--- src/rtl/clk_fault_defines.svh ---
// Constants for the switching-clock fault reaction block.
// Included by the package and by every design file; definitions only.
`ifndef CLK_FAULT_DEFINES_SVH
`define CLK_FAULT_DEFINES_SVH

// Fault event bit positions
`define FLT_BOOST 0
`define FLT_SD1 1
`define FLT_SYNC 2
`define FLT_PLL 3
`define FLT_N 4

// Widths and counter saturation value
`define CNT_W 4
`define CNT_MAX 4'hF
`define TO_W 24

// Timing
`define CLK_MHZ 10
`define RST_TIMEOUT_US 10000

`endif

--- src/rtl/clk_fault_pkg.sv ---
// Types shared by the switching-clock fault reaction design files.
// Assumes clk_fault_defines.svh is on the include path.
`include "clk_fault_defines.svh"

package clk_fault_pkg;

	typedef enum logic [2:0] {
		ST_OFF    = 3'b000,
		ST_RESET  = 3'b001,
		ST_DIAG   = 3'b010,
		ST_ACTIVE = 3'b011,
		ST_SAFE   = 3'b100
	} dev_state_type;

	typedef struct packed {
		dev_state_type          state;
		logic [`FLT_N-1:0]      flags;
		logic                   sd1_en;
		logic                   sd2_en;
		logic                   boost_en;
		logic                   pll_track;
		logic                   sync_mon_en;
		logic                   reset_out;
		logic                   irq_hold;
		logic                   st_busy;
		logic                   st_start;
		logic                   to_latch;
		logic [`TO_W-1:0]       to_cnt;
	} core_type;

	typedef struct packed {
		logic [`FLT_N-1:0] prev;
	} det_type;

	typedef struct packed {
		logic [`CNT_W-1:0] cnt;
	} cnt_type;

	// Sticky flag update: a set in the clearing cycle wins
	function automatic logic [`FLT_N-1:0] sticky(input logic [`FLT_N-1:0] q,
		input logic [`FLT_N-1:0] set, input logic [`FLT_N-1:0] clr);
		sticky = (q & ~clr) | set;
	endfunction

endpackage

--- src/rtl/fault_evt_if.sv ---
// Carrier between the fault detector, the error counter and the core.
// Assumes one clock domain; all signals are synchronous.
`timescale 1ns/1ns
`default_nettype none
`include "clk_fault_defines.svh"

interface fault_evt_if;
	logic [`FLT_N-1:0]  ev;
	logic               mon_en;
	logic               inc;
	logic               clr;
	logic [`CNT_W-1:0]  th;
	logic [`CNT_W-1:0]  cnt;
	logic               at_th;

	modport det  (output ev, input mon_en);
	modport ctr  (input inc, input clr, input th, output cnt, output at_th);
	modport core (input ev, output mon_en, output inc, output clr, output th, input cnt, input at_th);
endinterface

`default_nettype wire

--- src/rtl/switching_clock_fault_reaction.sv ---
// Fault reaction and restart control for regulator switching-clock errors.
// Assumes all inputs synchronous to clock; MCU controls arrive as plain pins.
//
// Function
// Boost clock fault: flag, boost off, safe, count, interrupt
// Boost undervoltage with setting 1b enters reset
// Boost restarts below restart level, clocks good
// Self-test runs after rails up, no reset condition
// Self-test fail returns safe; threshold reached goes off
// Boost not ramping within reset timeout goes off
// Setting 0b stays safe; MCU re-enables boost
// MCU may test and disable clock monitors
// Sync fault: flag, safe, PLL off, count, interrupt; code only clears pll_track, the VCO keeps running
// PLL fault: flag, safe, all rails off, count
// Configured undervoltage after clock fault enters reset
// Stepdown one restarts only with clocks, rails discharged
// Stepdown two and boost follow stepdown one good
// Reset entry clears sync monitor, stops PLL tracking
// Rails start only with PLL and rail monitors good
// Sync monitor stays off until software sets it
// MCU enables sync monitor after driving sync clock
// PLL fault holds reset; timeout goes off, latched
// Stepdown one clock fault disables all rails, safe
// Four-bit power-down threshold forces off from safe
// Fault flags stay set until software clears
// Interrupt pin held low throughout safe after fault
`timescale 1ns/1ns
`default_nettype none
`include "clk_fault_defines.svh"

module switching_clock_fault_reaction
	import clk_fault_pkg::*;
#(
	parameter int RST_TO_CYC = `RST_TIMEOUT_US * `CLK_MHZ
)
(
	// Clock and reset
	input  wire logic              clock,
	input  wire logic              rst,
	// Clock monitors
	input  wire logic              osc_good,
	input  wire logic              ext_clk_cfg,
	input  wire logic              clk_mon_disable,
	input  wire logic              sync_clk_bad,
	input  wire logic              pll_clk_bad,
	input  wire logic              sd1_clk_bad,
	input  wire logic              boost_clk_bad,
	// Rail feedback
	input  wire logic              sd1_uv,
	input  wire logic              sd2_uv,
	input  wire logic              boost_uv,
	input  wire logic              sd1_below_60,
	input  wire logic              sd2_below_60,
	input  wire logic              boost_below_restart,
	// Configuration
	input  wire logic              sd1_uv_rst_en,
	input  wire logic              sd2_uv_rst_en,
	input  wire logic              boost_uv_as_reset_setting,
	input  wire logic [`CNT_W-1:0] power_down_threshold,
	// MCU controls
	input  wire logic              wake,
	input  wire logic              diag_exit,
	input  wire logic              boost_enable_bit,
	input  wire logic              sync_monitor_set,
	input  wire logic              sync_monitor_clr,
	input  wire logic [`FLT_N-1:0] flag_clr,
	// Analog self-test
	input  wire logic              self_test_done,
	input  wire logic              self_test_pass,
	output logic                   analog_self_test_start,
	// Rail enables
	output logic                   sd1_en,
	output logic                   sd2_en,
	output logic                   boost_en,
	output logic                   pll_track,
	// Status
	output logic                   sync_monitor_enable_bit,
	output logic                   boost_clock_fault_flag,
	output logic                   stepdown1_clock_fault_flag,
	output logic                   sync_clock_fault_flag,
	output logic                   switching_source_fault_flag,
	output logic [2:0]             dev_state,
	output logic [`CNT_W-1:0]      error_count,
	output logic                   reset_timeout_latch,
	// System pins
	output logic                   reset_output,
	output logic                   interrupt_pin_n
);
	// Last count of the reset-state timeout; the count restarts at zero on every entry
	localparam logic [`TO_W-1:0] TO_LAST = `TO_W'(RST_TO_CYC - 1);

	// Registered state and its next value; one struct holds every flop of the core
	core_type          q;
	core_type          n;
	// Qualified fault events and restart gates
	logic [`FLT_N-1:0] acc;
	logic              uv_rst;
	logic              sd1_gate;
	logic              boost_gate;
	logic              inc;
	logic              cnt_clr;

	fault_evt_if evt ();

	// ------------------------------------------------------------
	// Sub-blocks
	// ------------------------------------------------------------
	clk_fault_detect u_det (
		.clock           (clock),
		.rst             (rst),
		.osc_good        (osc_good),
		.ext_clk_cfg     (ext_clk_cfg),
		.clk_mon_disable (clk_mon_disable),
		.sync_clk_bad    (sync_clk_bad),
		.pll_clk_bad     (pll_clk_bad),
		.sd1_clk_bad     (sd1_clk_bad),
		.boost_clk_bad   (boost_clk_bad),
		.evt             (evt.det)
	);

	err_count u_cnt (
		.clock (clock),
		.rst   (rst),
		.cif   (evt.ctr)
	);

	assign evt.mon_en = q.sync_mon_en;
	assign evt.inc    = inc;
	assign evt.clr    = cnt_clr;
	assign evt.th     = power_down_threshold;

	// ------------------------------------------------------------
	// Entry helpers
	// ------------------------------------------------------------
	function automatic core_type enter_reset(input core_type c);
		core_type r;
		r = c;
		r.state       = ST_RESET;
		// The sync input is not driven while the controller reboots
		r.sync_mon_en = 1'b0;
		r.pll_track   = 1'b0;
		r.reset_out   = 1'b0;
		r.irq_hold    = 1'b0;
		r.st_busy     = 1'b0;
		r.to_cnt      = '0;
		enter_reset = r;
	endfunction

	function automatic core_type enter_off(input core_type c);
		core_type r;
		r = c;
		r.state       = ST_OFF;
		// Timeout latch and error count are kept so the cause stays readable
		r.sd1_en      = 1'b0;
		r.sd2_en      = 1'b0;
		r.boost_en    = 1'b0;
		r.pll_track   = 1'b0;
		r.sync_mon_en = 1'b0;
		r.reset_out   = 1'b0;
		r.irq_hold    = 1'b0;
		r.st_busy     = 1'b0;
		enter_off = r;
	endfunction

	// ------------------------------------------------------------
	// Gating terms
	// ------------------------------------------------------------
	always_comb begin
		// Faults are ignored while powered down
		acc = (q.state == ST_OFF) ? '0 : evt.ev;
		// Any configured undervoltage is a reset condition
		uv_rst = (sd1_uv & sd1_uv_rst_en)
			| (sd2_uv & sd2_uv_rst_en)
			| (boost_uv & boost_uv_as_reset_setting);
		// Sync monitor is off in reset, so only PLL and rail monitors count
		sd1_gate = ~pll_clk_bad
			& ~sd1_clk_bad
			& ~(sync_clk_bad & q.sync_mon_en)
			// Both stepdowns discharged and boost below its restart level
			& sd1_below_60
			& sd2_below_60
			& boost_below_restart;
		// Boost also waits for its own switching clock
		boost_gate = boost_below_restart
			& ~pll_clk_bad
			& ~boost_clk_bad
			& ~(sync_clk_bad & q.sync_mon_en);
	end

	// ------------------------------------------------------------
	// Next state
	// ------------------------------------------------------------
	always_comb begin
		n = q;
		n.st_start = 1'b0;
		inc = 1'b0;
		cnt_clr = 1'b0;
		// A set in the clearing cycle wins, so no fault is lost
		n.flags = sticky(q.flags, acc, flag_clr);
		if (|acc) begin
			n.state    = ST_SAFE;
			n.irq_hold = 1'b1;
			n.st_busy  = 1'b0;
			// Several faults in one cycle count as one error
			inc = 1'b1;
			if (acc[`FLT_BOOST]) begin
				n.boost_en = 1'b0;
			end
			if (acc[`FLT_SYNC]) begin
				// Regulators keep switching from the free-running VCO
				n.pll_track = 1'b0;
			end
			if (acc[`FLT_PLL] || acc[`FLT_SD1]) begin
				n.sd1_en   = 1'b0;
				n.sd2_en   = 1'b0;
				n.boost_en = 1'b0;
			end
		end else begin
			unique case (q.state)
				ST_OFF: begin
					if (wake) begin
						// Entry helpers start from the next value so a same-cycle flag clear is kept
						n = enter_reset(n);
						n.to_latch = 1'b0;
						cnt_clr = 1'b1;
					end
				end
				ST_RESET: begin
					if (q.to_cnt == TO_LAST) begin
						// Covers a rail that never ramps and a PLL that never recovers
						n = enter_off(n);
						n.to_latch = 1'b1;
					end else begin
						n.to_cnt = q.to_cnt + `TO_W'(1);
						// Restart order: stepdown one, then stepdown two and boost, then self-test
						if (!q.sd1_en && sd1_gate) begin
							n.sd1_en = 1'b1;
						end
						if (q.sd1_en && !sd1_uv) begin
							n.sd2_en = 1'b1;
							if (!q.boost_en && boost_gate) begin
								n.boost_en = 1'b1;
							end
						end
						if (q.sd1_en && q.sd2_en && q.boost_en && !uv_rst
							&& !pll_clk_bad && !q.st_busy) begin
							n.st_start = 1'b1;
							n.st_busy  = 1'b1;
						end
						if (q.st_busy && self_test_done) begin
							n.st_busy = 1'b0;
							if (self_test_pass) begin
								// Reset output extension ends with a passing self-test
								n.state     = ST_DIAG;
								n.reset_out = 1'b1;
							end else begin
								n.state    = ST_SAFE;
								n.irq_hold = 1'b1;
								inc = 1'b1;
							end
						end
					end
				end
				ST_DIAG: begin
					// Monitor enable is taken only once reset is released
					if (uv_rst) begin
						n = enter_reset(n);
					end else begin
						if (diag_exit) begin
							n.state = ST_ACTIVE;
						end
						if (sync_monitor_set) begin
							n.sync_mon_en = 1'b1;
							n.pll_track   = 1'b1;
						end else if (sync_monitor_clr) begin
							n.sync_mon_en = 1'b0;
						end
					end
				end
				ST_ACTIVE: begin
					if (uv_rst) begin
						n = enter_reset(n);
					end else if (sync_monitor_set) begin
						n.sync_mon_en = 1'b1;
						n.pll_track   = 1'b1;
					end else if (sync_monitor_clr) begin
						n.sync_mon_en = 1'b0;
					end
				end
				ST_SAFE: begin
					// Threshold is checked first so the retry loop cannot run forever
					if (evt.at_th) begin
						n = enter_off(n);
					end else if (uv_rst) begin
						n = enter_reset(n);
					end else begin
						if (boost_enable_bit && !boost_uv_as_reset_setting) begin
							n.boost_en = 1'b1;
						end
						if (sync_monitor_set) begin
							n.sync_mon_en = 1'b1;
							n.pll_track   = 1'b1;
						end else if (sync_monitor_clr) begin
							n.sync_mon_en = 1'b0;
						end
					end
				end
				default: begin
					n = enter_off(n);
				end
			endcase
		end
	end

	// ------------------------------------------------------------
	// State register
	// ------------------------------------------------------------
	// Everything clears to OFF with all rails disabled and the interrupt released
	always_ff @(posedge clock or posedge rst) begin
		if (rst) begin
			q <= '0;
		end else begin
			q <= n;
		end
	end

	// ------------------------------------------------------------
	// Outputs
	// ------------------------------------------------------------
	assign analog_self_test_start      = q.st_start;
	assign sd1_en                      = q.sd1_en;
	assign sd2_en                      = q.sd2_en;
	assign boost_en                    = q.boost_en;
	assign pll_track                   = q.pll_track;
	assign sync_monitor_enable_bit     = q.sync_mon_en;
	assign boost_clock_fault_flag      = q.flags[`FLT_BOOST];
	assign stepdown1_clock_fault_flag  = q.flags[`FLT_SD1];
	assign sync_clock_fault_flag       = q.flags[`FLT_SYNC];
	assign switching_source_fault_flag = q.flags[`FLT_PLL];
	assign dev_state                   = q.state;
	assign error_count                 = evt.cnt;
	assign reset_timeout_latch         = q.to_latch;
	assign reset_output                = q.reset_out;
	// Active low, held for the whole stay in safe
	assign interrupt_pin_n             = ~q.irq_hold;
endmodule

`default_nettype wire

--- src/rtl/clk_fault_detect.sv ---
// Qualifies raw clock-monitor fault levels and emits one-cycle events.
// Assumes raw monitor levels are synchronous to clock.
`timescale 1ns/1ns
`default_nettype none
`include "clk_fault_defines.svh"

module clk_fault_detect
	import clk_fault_pkg::*;
(
	// Clock and reset
	input  wire logic     clock,
	input  wire logic     rst,
	// Monitor levels
	input  wire logic     osc_good,
	input  wire logic     ext_clk_cfg,
	input  wire logic     clk_mon_disable,
	input  wire logic     sync_clk_bad,
	input  wire logic     pll_clk_bad,
	input  wire logic     sd1_clk_bad,
	input  wire logic     boost_clk_bad,
	// Events out
	fault_evt_if.det      evt
);
	det_type           q;
	det_type           n;
	logic [`FLT_N-1:0] qual;

	always_comb begin
		// Faults only count while the internal oscillator is trusted
		qual = '0;
		qual[`FLT_BOOST] = boost_clk_bad;
		qual[`FLT_SD1]   = sd1_clk_bad & ext_clk_cfg;
		qual[`FLT_SYNC]  = sync_clk_bad & ext_clk_cfg & evt.mon_en;
		qual[`FLT_PLL]   = pll_clk_bad & ext_clk_cfg;
		qual = qual & {`FLT_N{osc_good & ~clk_mon_disable}};
		n.prev = qual;
	end

	assign evt.ev = qual & ~q.prev;

	always_ff @(posedge clock or posedge rst) begin
		if (rst) begin
			q <= '0;
		end else begin
			q <= n;
		end
	end
endmodule

`default_nettype wire

--- src/rtl/err_count.sv ---
// Device error counter with power-down threshold compare.
// Assumes increments arrive as one-cycle pulses.
`timescale 1ns/1ns
`default_nettype none
`include "clk_fault_defines.svh"

module err_count
	import clk_fault_pkg::*;
(
	// Clock and reset
	input  wire logic clock,
	input  wire logic rst,
	// Counter port
	fault_evt_if.ctr  cif
);
	cnt_type q;
	cnt_type n;

	always_comb begin
		n = q;
		if (cif.clr) begin
			n.cnt = '0;
		end else if (cif.inc && q.cnt != `CNT_MAX) begin
			// Saturates so a burst of faults cannot wrap below the threshold
			n.cnt = q.cnt + `CNT_W'(1);
		end
	end

	assign cif.cnt   = q.cnt;
	assign cif.at_th = (q.cnt >= cif.th);

	always_ff @(posedge clock or posedge rst) begin
		if (rst) begin
			q <= '0;
		end else begin
			q <= n;
		end
	end
endmodule

`default_nettype wire

--- config.mk ---
export PLATFORM = sky130hd
export DESIGN_NAME = switching_clock_fault_reaction
export DESIGN_NICKNAME = d
export VERILOG_FILES = /design/src/rtl/clk_fault_pkg.sv /design/src/rtl/fault_evt_if.sv /design/src/rtl/switching_clock_fault_reaction.sv /design/src/rtl/clk_fault_detect.sv /design/src/rtl/err_count.sv
export VERILOG_INCLUDE_DIRS = /design/src /design/src/rtl
export SDC_FILE = /design/constraint.sdc
export NUM_CORES = 1
export LEC_CHECK = 0
export ABC_CLOCK_PERIOD_IN_PS = 3100
export BUFFER_PORTS_ARGS = -buffer_cell sky130_fd_sc_hd__buf_2
export CAP_MARGIN = 20
export CORE_ASPECT_RATIO = 1.1
export CORE_UTILIZATION = 29
export DETAILED_ROUTE_END_ITERATION = 12
export SKIP_CTS_REPAIR_TIMING = 1
export SYNTH_ARGS = -nofsm -noshare
export SYNTH_HDL_FRONTEND = slang
export SYNTH_SLANG_ARGS = --single-unit
--- constraint.sdc ---
create_clock -name clock -period 3.1 [get_ports clock]
set_input_delay 0.465 -clock clock [delete_from_list [all_inputs] [get_ports clock]]
set_output_delay 0.465 -clock clock [all_outputs]
set_load 0.01 [all_outputs]
Yosys cells after proc, flatten, opt, wreduce, memory -nomap -nowiden
Index checks and enable logic that the tools add are counted.

$lt $le $gt $ge: 1. Reduce and logical (&&, ||, !) cells: 34. Bitwise gates (word level): 32. $add $sub $neg: 2. Shifts and indexed selects: 0. $mul: 0. Equal/unequal tests: 32. Div/mod/pow operators: 0. Mux-type cells: 48.

Operators with widths (count): one-hot mux 41 bit (5 select lines) (1); two-way mux 41 bit (2); inequality test 4 bit (second input constant) (10); two-way mux 3 bit (10); two-way mux 29 bit (1); two-way mux 26 bit (1); adder 24 x 1 -> 24 bit (second input constant) (1); == test 24 x 17 -> 1 bit (second input constant) (1); two-way mux 24 bit (1); two-way mux 4 bit (6); two-way mux 1 bit (19); AND 1 bit (17); inequality test 3 bit (second input constant) (5); AND reduction 5 bit (3); inequality test 2 bit (second input constant) (7); AND 4 bit (3); AND reduction 6 bit (2); logical AND 1 bit (11); two-way mux 10 bit (1); two-way mux 2 bit (5); two-way mux 9 bit (1); AND reduction 3 bit (3); NOT 4 bit (2); AND reduction 8 bit (1); other kinds (19) (35).

Memories kept: 0. Logic and storage cells: 164. Output and inout bits: 20. Bits in writable memories: 0. Register bits after elaboration: 49. Bits in latches: 0. Input port bits: 33. Bits in read-only memories: 0.

Longest topological paths before layout
Gate-level depths: netlist (run 1).

Depth after elaboration: 12. Depth in mapped cells: 9. Mapped depth without buffers: 8.

Modules after synthesis
A second synthesis (run 1) with hierarchy kept.

Cell total of the unflattened synthesis: 328. Area, all modules: 2917.8 µm².

By module, submodules not included: switching_clock_fault_reaction (cells each 279, sequential area each 1026.0 µm², area an instance 2407.3 µm², times used 1); err_count (cells each 34, sequential area each 100.1 µm², area an instance 319.1 µm², times used 1); clk_fault_detect (cells each 15, sequential area each 100.1 µm², area an instance 191.4 µm², times used 1).

Worst setup path after synthesis (run 1)
Ideal clock, no wire load.

Kind: input port to flip-flop. From: input power_down_threshold[3]. To: register q[7] (netlist bit). Path slack: 0.803 ns. Required time: 3.022 ns. Data arrival time: 2.219 ns. Path buffers: 1. Setup time: 0.078 ns. Stages: 9. Cells stage by stage: inv_1 ha_1 a2111oi_0 o21ai_1 or2_2 a21oi_4 a211oi_4 buf_4 a21oi_1.

Cells in the longest elaborated chain, start to end: 3.

RTL lines: start, declared (RTL line switching_clock_fault_reaction.sv:59) `` input wire logic [`CNT_W-1:0] power_down_threshold, ``; >= comparator 4 bit (RTL line err_count.sv:30) `assign cif.at_th = (q.cnt >= cif.th);`; inequality test 2 bit (no line); AND reduction 5 bit (no line); end signal, assigned (RTL line switching_clock_fault_reaction.sv:323) `q <= n;`; end, declared (RTL line switching_clock_fault_reaction.sv:93) `core_type q;`.

Every way passes these cells. A chain may end at the register's enable or synchronous reset.

Worst setup path after layout (run 1)
From: register q[0] (netlist bit). To: register q, in the netlist dev_state[2].

Cells in the longest elaborated chain, start to end: 4. Elaborated cells on any way between the ends: 6. Those cells by class: eq/ne: 2; mux: 3; reduce/logical: 1.

RTL lines: == test 24 x 17 -> 1 bit (*) (RTL line switching_clock_fault_reaction.sv:229) `if (q.to_cnt == TO_LAST) begin`; two-way mux 3 bit (RTL line switching_clock_fault_reaction.sv:229); one-hot mux 41 bit (5 select lines) (RTL line switching_clock_fault_reaction.sv:219) `unique case (q.state)`; two-way mux 3 bit (RTL line switching_clock_fault_reaction.sv:200) `if (|acc) begin`.

Mark *: on every way between the ends. The rest lies on a longest branch, timed or not.

==> qor.csv, run 1 <==
stage,metric,value,unit
critical_path,largest fanout on the critical path,6,
critical_path,kind of cell adding the most delay to the critical path,simple AND/OR/NAND/NOR gates,
layout,area grow syn2layout,17.17,%
layout,share of post-route cells with drive strength above 1,20.95,%
layout,"leading cell types in the layout, fill and taps excluded","52 x buf_2, 49 x dfrtp_1, 39 x nand2_1, 39 x a21oi_1, 20 x nor2_1",
clock_network,CTS tree,built,
synthesis,number of enable flip-flop cells after synthesis,0,
route,Pre-antenna DRT Iters,4,
route,vias per cell,5.530,
pwr,P per Cell Area,711.3,mW/mm2
layout,ANT cells,0,
synthesis,synth warn,0,
timing,period utilization,80.48,%
critical_path,WP data arrival,2.68,ns
critical_path,CP endpoint kind,flop,
timing,clock period minus worst slack,2.495,ns
global_routing,GR Util All Layers,15.04,%
critical_path,CP max-delay cell,or4_2,
placed_design,# port buffers,52,
outcome,status,"finished, final reports clean",
clock_network,Clk Tree Root Cell,clkbuf_8,
floorplanning,Initial Util,30.34,%
timing,RSZ-0062 raised after global routing,false,
pwr,sequential power share,34.9,%
floorplanning,# rows,37,
clock_network,worst skew pair latency,0.31,ns
clock_network,H-Tree Depth,2,
global_routing,initial antenna violation count,0,
timing,Max Freq,0.4008,GHz
route,DRC,0,
critical_path,Worst EP required,3.29,ns
pwr,Sw Share,42.28,%
critical_path,"critical path, cell by cell",ha_1 > and4_1 > nand4_1 > nor2_1 > nor4_1 > or4_2,
critical_path,Buf/Inv on CP,0,
timing,worst slew pin tran,0.7808,ns
pwr,P_sw,1.014,mW
pwr,Tot Pwr,2.399,mW
pwr,Leakage,1.582,nW
floorplanning,core area,0.009490,mm2
timing,setup violators final,0,
min_path,Hold Path Class,in -> async,
global_routing,vias in the first global route,2642,
clock_network,CTS Sinks,49,
timing,Final TNS setup,0,ns
route,drt initial violations,165,
floorplanning,num ports,53,
global_routing,largest net degree at the start of global routing,50,
synthesis,syn_nets,364,
route,Total Wirelength,7602,um
floorplanning,Die ar.,0.01033,mm2
timing,skew final,0.01818,ns
critical_path,kind of critical path,reg -> reg,
route,post-DR wirelength/cell,15.39,um
clock_network,Max Root-Sink Buffers,2,
synthesis,unique cell type count in the Yosys netlist,62,
layout,Final Net Count,415,
global_routing,gr ovfl total,0,
route,via count,2732,
clock_network,Worst-path clk slew,0.10,ns
layout,"leading cell type in the layout, fill and taps excluded",buf_2,
clock_network,total CTS buffers,5,
timing,relative slew slack,47.55,%
synthesis,synthesized flop and latch total,49,
route,DRT antenna net count,0,
critical_path,Startpoint Class,flop,
placed_design,RePlAce Congestion,0.7908,
pwr,clock power share,20.1,%
pwr,worst ir drop on vdd,0.0002485,V
floorplanning,die height,106.5,um
pwr,logic gate share of total power,45.0,%
synthesis,Synth async-reset ratio,100.0,%
critical_path,"slowest stage delay, CP",0.63,ns
job,maxcap violations,0,
floorplanning,Chip Width,97,um
placed_design,final HPWL from detailed placement,5473,um
synthesis,top_reg_cell synth,dfrtp_1,
global_routing,first-pass GRT wire length,12770,um
synthesis,Cells after Synth,325,
synthesis,Synth Cell Area,0.002879,mm2
synthesis,post-synthesis sequential area ratio,42.59,%
timing,Max Slew Vio Count,0,
pwr,Int Pwr,1.385,mW
synthesis,syn_area_per_cell,8.858,um2
timing,final hold vios,0,
[cell type report]
cell class | count | area, um2
fillers | 982 | 6117
repair buffers | 56 | 302.8
well taps | 117 | 146.4
multi-input cells | 247 | 1518
clock inverters | 1 | 30.03
inverters | 17 | 63.81
flip-flops and latches | 49 | 1226
clock buffers | 7 | 86.33
[registers in the layout (all words and copies together) (netlist names)]
signal and count:
q 26, u_cnt.cif.cnt 4, u_det.q 4, dev_state 3
analog_self_test_start 1, boost_clock_fault_flag 1, boost_en 1, pll_track 1
reset_output 1, reset_timeout_latch 1, sd1_en 1, sd2_en 1
stepdown1_clock_fault_flag 1, switching_source_fault_flag 1, sync_clock_fault_flag 1, sync_monitor_enable_bit 1
[through the flow]
| step | hold WS [ns] | utilization [%] | instances | worst slack (ns) | area (um2) |
|---|---|---|---|---|---|
| finish | 0.1711 | 35.54 | 494 | 0.6052 | 3373 |
| global route | 0.2146 | 35.54 | 494 | 0.4375 | 3373 |
| CTS | 0.3149 | 35.33 | 493 | 0.5958 | 3353 |
| detailed placement | 0.5083 | 34.11 | 485 | 0.4569 | 3237 |
| global placement | 0.4954 | 34.11 | 485 | 0.5205 | 3237 |
| floorplan | 0.4699 | - | 325 | 0.8034 | 2879 |
[path summary, 6_finish.rpt]
kind	start	slack, ns	end	cells after the start
min in group clock	flag_clr[2]	0.32	sync_clock_fault_flag	2
min	rst	0.17	q[1]	2
min reg2reg	reset_timeout_latch	0.54	reset_timeout_latch	2
max reg2reg	q[0]	0.61	dev_state[2]	6
max	q[0]	0.61	dev_state[2]	6
max in group asynchronous	rst	2.39	q[5]	3
[cells in the mapped netlist, drive strengths merged, types with 6 or more instances]
cell   count  area [um2]
nor3       7       45.04
inv       17       63.81
nand3      9       45.04
and3      10       62.56
a31oi     11       68.82
buf        8       56.30
dfrtp     49        1226
o21ai     19       95.09
nand4      7       43.79
nor2      21       81.33
ha         6       75.07
nand2     39       146.4
a21oi     40       211.5
[cells by family (layout without fill, tap and decap cells)]
kind of cell / count (synthesis) / in the layout / share of synthesized area, %
compound gates: 108 / 108 / 24.69
flops: 49 / 49 / 42.59
simple gates: 129 / 129 / 24.08
xor+xnor: 1 / 1 / 0.3043
fa+ha+maj: 6 / 6 / 2.607
buf+inv: 29 / 81 / 4.693
mux: 3 / 3 / 1.043
[routing by layer]
metal	global-route usage [%]	vias up	share of wire, %	wire (um)
met4	4.371	0	1.5	117
met3	2.696	8	4.7	356
met5	0	-	0	0
met2	25.50	73	49	3749
met1	19.52	1328	44	3379
li1	-	1323	-	-
[power by group through the flow]
stage | sequential, mW | clock, mW | combinational, mW
finish | 0.837 | 0.483 | 1.08
global placement | 0.847 | 0 | 1.06
detailed placement | 0.848 | 0 | 1.07
CTS | 0.836 | 0.495 | 1.08
floorplan | 0.826 | 0 | 0.800
global route | 0.854 | 0.520 | 1.19
(Power assumes the default switching activity.)
==> inputs of run 2 (changes only) <==
--- a/config.mk
+++ b/config.mk
@@ -6,7 +6,7 @@
 export SDC_FILE = /design/constraint.sdc
 export NUM_CORES = 1
 export LEC_CHECK = 0
-export ABC_CLOCK_PERIOD_IN_PS = 3100
+export ABC_CLOCK_PERIOD_IN_PS = 2300
 export BUFFER_PORTS_ARGS = -buffer_cell sky130_fd_sc_hd__buf_2
 export CAP_MARGIN = 20
 export CORE_ASPECT_RATIO = 1.1
==> constraint.sdc (replaced) <==
create_clock -name clock -period 2.3 [get_ports clock]
set_input_delay 0.345 -clock clock [delete_from_list [all_inputs] [get_ports clock]]
set_output_delay 0.345 -clock clock [all_outputs]
set_load 0.01 [all_outputs]
==> run 2 against run 1 <==
  * Sequential cell count stayed put
  * Combinational power up 72%
  * Maximum frequency grew 13%
  * Clock power rose by 29%
  * Count of clock-buffer cells in the layout decreased by 1
  * Critical path depth is 2 higher
  * Via count grew 1.7%
  * Clock skew fell by 0.0068 ns
  * Die area unchanged
  * Total power is 48% higher
  * Global-route usage is 0.52 points higher
  * Largest cell class unchanged
  * Highest routed layer unchanged
==> qor.csv, run 2 (synthesized netlist as in run 1, its figures left out) <==
stage,metric,value,unit,change
layout,Final Net Count,449,,+8.2%
global_routing,initial antenna violation count,0,,unchanged
global_routing,vias in the first global route,2721,,+3.0%
timing,period utilization,95.92,%,+15 points
layout,ANT cells,0,,unchanged
layout,"leading cell type in the layout, fill and taps excluded",buf_2,,
layout,area grow syn2layout,28.12,%,
pwr,Leakage,1.767,nW,+12%
timing,Max Freq,0.4533,GHz,+13%
layout,fillcell total,948,,-3.5%
layout,multi-input logic area,0.001567,mm2,+3.2%
route,post-DR wirelength/cell,14.68,um,-4.6%
clock_network,CTS Sinks,49,,unchanged
clock_network,CTS tree,built,,
layout,final core utilization,38.87,%,+3.3 points
critical_path,CP max-delay cell,dfrtp_1,,
critical_path,"slowest stage delay, CP",0.43,ns,-0.20 ns
floorplanning,core area,0.009490,mm2,unchanged
floorplanning,# rows,37,,unchanged
global_routing,gr ovfl total,0,,unchanged
pwr,P per Cell Area,963.3,mW/mm2,+35%
critical_path,"critical path, cell by cell",ha_4 > a2111oi_2 > o21ai_1 > buf_4 > or2_4 > a21oi_1 > nor2_1 > a32o_1,,
floorplanning,Chip Width,97,um,unchanged
placed_design,final HPWL from detailed placement,5867,um,+7.2%
route,DRT antenna net count,0,,unchanged
placed_design,# port buffers,52,,unchanged
route,Pre-antenna DRT Iters,5,,+1
clock_network,worst skew pair latency,0.30,ns,about the same
global_routing,GR Util All Layers,15.56,%,+0.52 points
clock_network,H-Tree Depth,2,,unchanged
timing,final worst slack,0.09381,ns,-0.5114 ns
critical_path,Worst EP required,2.50,ns,-0.79 ns
route,via count,2778,,+1.7%
layout,share of post-route cells with drive strength above 1,28.95,%,+8.0 points
pwr,worst ir drop on vdd,0.0005130,V,+110%
layout,max reg flops,26,,unchanged
placed_design,RePlAce Congestion,0.8437,,+6.7%
timing,clock period minus worst slack,2.206,ns,-0.2886 ns
timing,skew final,0.01137,ns,-0.006811 ns
critical_path,Startpoint Class,flop,,
placed_design,pre-CTS setup slack,-0.3006,ns,-0.7574 ns
critical_path,largest fanout on the critical path,3,,-3
critical_path,CP endpoint kind,flop,,
timing,setup violators final,0,,unchanged
timing,Max Slew Vio Count,0,,unchanged
floorplanning,Die ar.,0.01033,mm2,unchanged
route,drt initial violations,198,,+20%
clock_network,Clk Tree Root Cell,clkbuf_8,,
clock_network,Max Root-Sink Buffers,2,,unchanged
floorplanning,Initial Util,30.34,%,unchanged
critical_path,kind of critical path,reg -> reg,,
layout,register area,0.001226,mm2,unchanged
timing,Final TNS setup,0,ns,unchanged
clock_network,Worst-path clk slew,0.10,ns,about the same
clock_network,total CTS buffers,5,,unchanged
critical_path,WP data arrival,2.41,ns,-0.27 ns
timing,relative slew slack,57.22,%,+9.7 points
route,Total Wirelength,7752,um,+2.0%
pwr,Tot Pwr,3.553,mW,+48%
layout,most flop-heavy register,q,,
global_routing,largest net degree at the start of global routing,50,,unchanged
route,vias per cell,5.261,,-4.9%
floorplanning,num ports,53,,unchanged
outcome,status,"finished, final reports clean",,
layout,"leading cell types in the layout, fill and taps excluded","52 x buf_2, 49 x dfrtp_1, 39 x nand2_1",,
global_routing,first-pass GRT wire length,13080,um,+2.4%
timing,final hold vios,0,,unchanged
timing,worst slew pin tran,0.6417,ns,-0.1391 ns
min_path,Hold Path Class,in -> async,,
job,maxcap violations,0,,unchanged
floorplanning,die height,106.5,um,unchanged
route,DRC,0,,unchanged
==> run 2: cell count changes in the layout (fill, tap and decap cells not counted), sizes merged <==
cell,before,now
clkbuf,7,6
clkinv,0,1
buf,56,90
==> run 2: stage by stage <==
| stage | std cells | area (um2) | hold WS [ns] |
|---|---|---|---|
| floorplan | 325 | 2879 | 0.4276 |
| global placement | 517 | 3490 | 0.4882 |
| detailed placement | 517 | 3490 | 0.4874 |
| CTS | 525 | 3601 | 0.2114 |
| global route | 528 | 3689 | 0.2174 |
| finish | 528 | 3689 | 0.2027 |
==> run 2: critical path: cells and delay by family, from the launching register on <==
family / cells / cell delay (ns)
compound gates: 4 / 0.94
flops: 1 / 0.43
simple gates: 2 / 0.34
fa+ha+maj: 1 / 0.23
buf+inv: 1 / 0.16
==> run 2: path summary, 6_finish.rpt <==
check / cells past startpoint / to / start / slack, ns
worst max-delay path: 8 / dev_state[0] / u_cnt.cif.cnt[3] / 0.09
worst min-delay path: 3 / dev_state[0] / rst / 0.20
worst max register to register: 8 / dev_state[0] / u_cnt.cif.cnt[3] / 0.09
worst min register to register: 2 / q[27] / q[27] / 0.51
max in group asynchronous: 3 / q[26] / rst / 1.67
min in group clock: 2 / sync_clock_fault_flag / flag_clr[2] / 0.22
==> run 2: final cells by class <==
cell class	count	share of cell area (%)
Clock buffer	6	1.967
Clock inverter	2	1.052
Inverter	17	1.730
Multi-Input combinational cell	247	42.47
Sequential cell	49	33.24
Tap cell	117	3.969
Timing Repair Buffer	90	15.57
==> run 2: where the power goes <==
part	switching, mW	total [mW]	internal [mW]
sequential	0.0904	1.07	0.977
clock	0.298	0.625	0.327
combinational	1.04	1.86	0.819
==> run 2: layer usage <==
metal / track usage (%) / wire length, um
met1: 20.05 / 3581
met4: 4.158 / 74
met3: 2.827 / 303
met5: 0 / 0
met2: 26.71 / 3792
==> inputs of run 3 (changes only) <==
--- a/config.mk
+++ b/config.mk
@@ -10,7 +10,7 @@
 export BUFFER_PORTS_ARGS = -buffer_cell sky130_fd_sc_hd__buf_2
 export CAP_MARGIN = 20
 export CORE_ASPECT_RATIO = 1.1
-export CORE_UTILIZATION = 29
+export CORE_UTILIZATION = 39
 export DETAILED_ROUTE_END_ITERATION = 12
 export SKIP_CTS_REPAIR_TIMING = 1
 export SYNTH_ARGS = -nofsm -noshare
==> run 3 against run 2 <==
  * The run now ends with design-rule violations left
  * Clock power is 4.6% higher
  * Wire length is 1.1% higher
  * Sequential power hardly changed
  * Die area is 25% lower
  * Critical path depth is 1 lower
  * Maximum frequency is 0.77% lower
  * Total power is 0.47% lower
  * Sequential cell count stayed put
  * Sequential share of layout area is 0.60 points higher
  * Critical endpoint is now dev_state[1]
  * Largest cell class unchanged
  * Largest power group unchanged
==> qor.csv, run 3 (synthesized netlist as in run 1, its figures left out) <==
stage,metric,value,unit,change
route,DRT antenna net count,0,,unchanged
global_routing,largest net degree at the start of global routing,28,,-44%
layout,fillcell total,690,,-27%
layout,"leading cell type in the layout, fill and taps excluded",buf_2,,
layout,"leading cell types in the layout, fill and taps excluded","52 x buf_2, 49 x dfrtp_1, 39 x a21oi_1",,
floorplanning,Die ar.,0.007730,mm2,-25%
placed_design,final HPWL from detailed placement,5903,um,+0.61%
pwr,Tot Pwr,3.536,mW,-0.47%
clock_network,Max Root-Sink Buffers,2,,unchanged
global_routing,gr ovfl total,0,,unchanged
placed_design,area post-placement,0.003442,mm2,-1.4%
layout,final non-filler cell area,0.003623,mm2,-1.8%
global_routing,vias in the first global route,2779,,+2.1%
timing,Final TNS setup,0,ns,unchanged
floorplanning,core area,0.007087,mm2,-25%
global_routing,initial antenna violation count,0,,unchanged
critical_path,Startpoint Class,flop,,
min_path,Hold Path Class,in -> async,,
layout,most flop-heavy register,q,,
route,drt initial violations,181,,-8.6%
timing,final hold vios,0,,unchanged
layout,area grow syn2layout,25.86,%,
floorplanning,Chip Width,83.92,um,-13%
critical_path,largest fanout on the critical path,5,,+2
floorplanning,# rows,32,,-14%
route,DRC,12,,+12
critical_path,WP data arrival,2.47,ns,+0.06 ns
route,via count,2805,,+0.97%
critical_path,FF-to-FF setup slack,0.08,ns,-0.02 ns
layout,final core utilization,51.13,%,+12 points
timing,final worst slack,0.07663,ns,-0.01718 ns
layout,final std cells w/o fill,494,,-6.4%
route,post-DR wirelength/cell,15.86,um,+8.0%
layout,Final Net Count,447,,-0.45%
clock_network,Clk Tree Root Cell,clkbuf_8,,
pwr,P per Cell Area,976.0,mW/mm2,+1.3%
clock_network,H-Tree Depth,2,,unchanged
floorplanning,die height,92.11,um,-14%
timing,clock period minus worst slack,2.223,ns,+0.01718 ns
timing,period utilization,96.67,%,+0.75 points
layout,ANT cells,0,,unchanged
clock_network,CTS tree,built,,
floorplanning,Initial Util,40.62,%,+10 points
critical_path,Worst EP required,2.54,ns,+0.04 ns
timing,relative slew slack,61.13,%,+3.9 points
clock_network,total CTS buffers,5,,unchanged
pwr,Leakage,1.751,nW,-0.87%
global_routing,first-pass GRT wire length,13480,um,+3.1%
timing,worst slew pin tran,0.5782,ns,-0.06352 ns
clock_network,Worst-path clk slew,0.09,ns,about the same
placed_design,placed cells,484,,-6.4%
floorplanning,num ports,53,,unchanged
critical_path,CP endpoint kind,flop,,
timing,skew final,0.01298,ns,+0.001611 ns
timing,final hold slack,0.07404,ns,-0.1287 ns
route,vias per cell,5.678,,+7.9%
global_routing,GR Util All Layers,21.63,%,+6.1 points
timing,RSZ-0062 raised after global routing,true,,
route,Pre-antenna DRT Iters,8,,+3
critical_path,kind of critical path,reg -> reg,,
timing,Max Freq,0.4498,GHz,-0.77%
timing,Max Slew Vio Count,0,,unchanged
placed_design,pre-CTS setup slack,-0.3109,ns,-0.01030 ns
outcome,status,"complete, but fails checks",,
job,maxcap violations,0,,unchanged
placed_design,# port buffers,52,,unchanged
clock_network,CTS Sinks,49,,unchanged
outcome,failing checks,design-rule violations,,
critical_path,Crit. Startpoint,dev_state[0],,
route,Total Wirelength,7835,um,+1.1%
clock_network,worst skew pair latency,0.31,ns,about the same
layout,max reg flops,26,,unchanged
critical_path,worst r2r src,dev_state[0],,
pwr,worst ir drop on vdd,0.0003418,V,-33%
layout,share of post-route cells with drive strength above 1,28.12,%,-0.84 points
timing,setup violators final,0,,unchanged
placed_design,RePlAce Congestion,0.8330,,-1.3%
==> run 3: worst max-delay path, cell delays in order (launching register included) <==
cell and delay [ns]:
dfrtp_1 0.43, or3_4 0.38, and2_4 0.16, buf_6 0.11, or3_4 0.39, a221o_1 0.31
o31ai_1 0.20, a31o_1 0.18
==> run 3: final cells by class <==
class	instances	area [um2]	share of cell area [%]
clock buffers	7	86.33	2.383
clock inverters	1	30.03	0.8287
inverters	17	63.81	1.761
multi-input cells	247	1548	42.71
flip-flops and latches	49	1226	33.84
well taps	85	106.4	2.935
repair buffers	88	563.0	15.54
==> run 3: per-layer routing <==
metal | share of wire [%] | wire length, um | vias up | global-route usage (%)
met2 | 49 | 3849 | 65 | 36.89
met1 | 46 | 3575 | 1362 | 28.80
li1 | - | - | 1376 | -
met4 | 0.47 | 37 | 0 | 5.172
met5 | 0 | 0 | - | 0
met3 | 4.8 | 374 | 2 | 3.330
==> run 3: worst paths after layout <==
check,to,cells past startpoint
worst max-delay path,dev_state[1],7
worst min-delay path,pll_track,2
worst max register to register,dev_state[1],7
worst min register to register,boost_clock_fault_flag,2
max in group asynchronous,q[2],3
min in group clock,boost_clock_fault_flag,2
==> run 3: where the power goes <==
| part | switching, mW | internal [mW] |
|---|---|---|
| registers | 0.102 | 0.977 |
| clock network | 0.299 | 0.355 |
| logic | 1.02 | 0.786 |
| total | 1.42 | 2.12 |
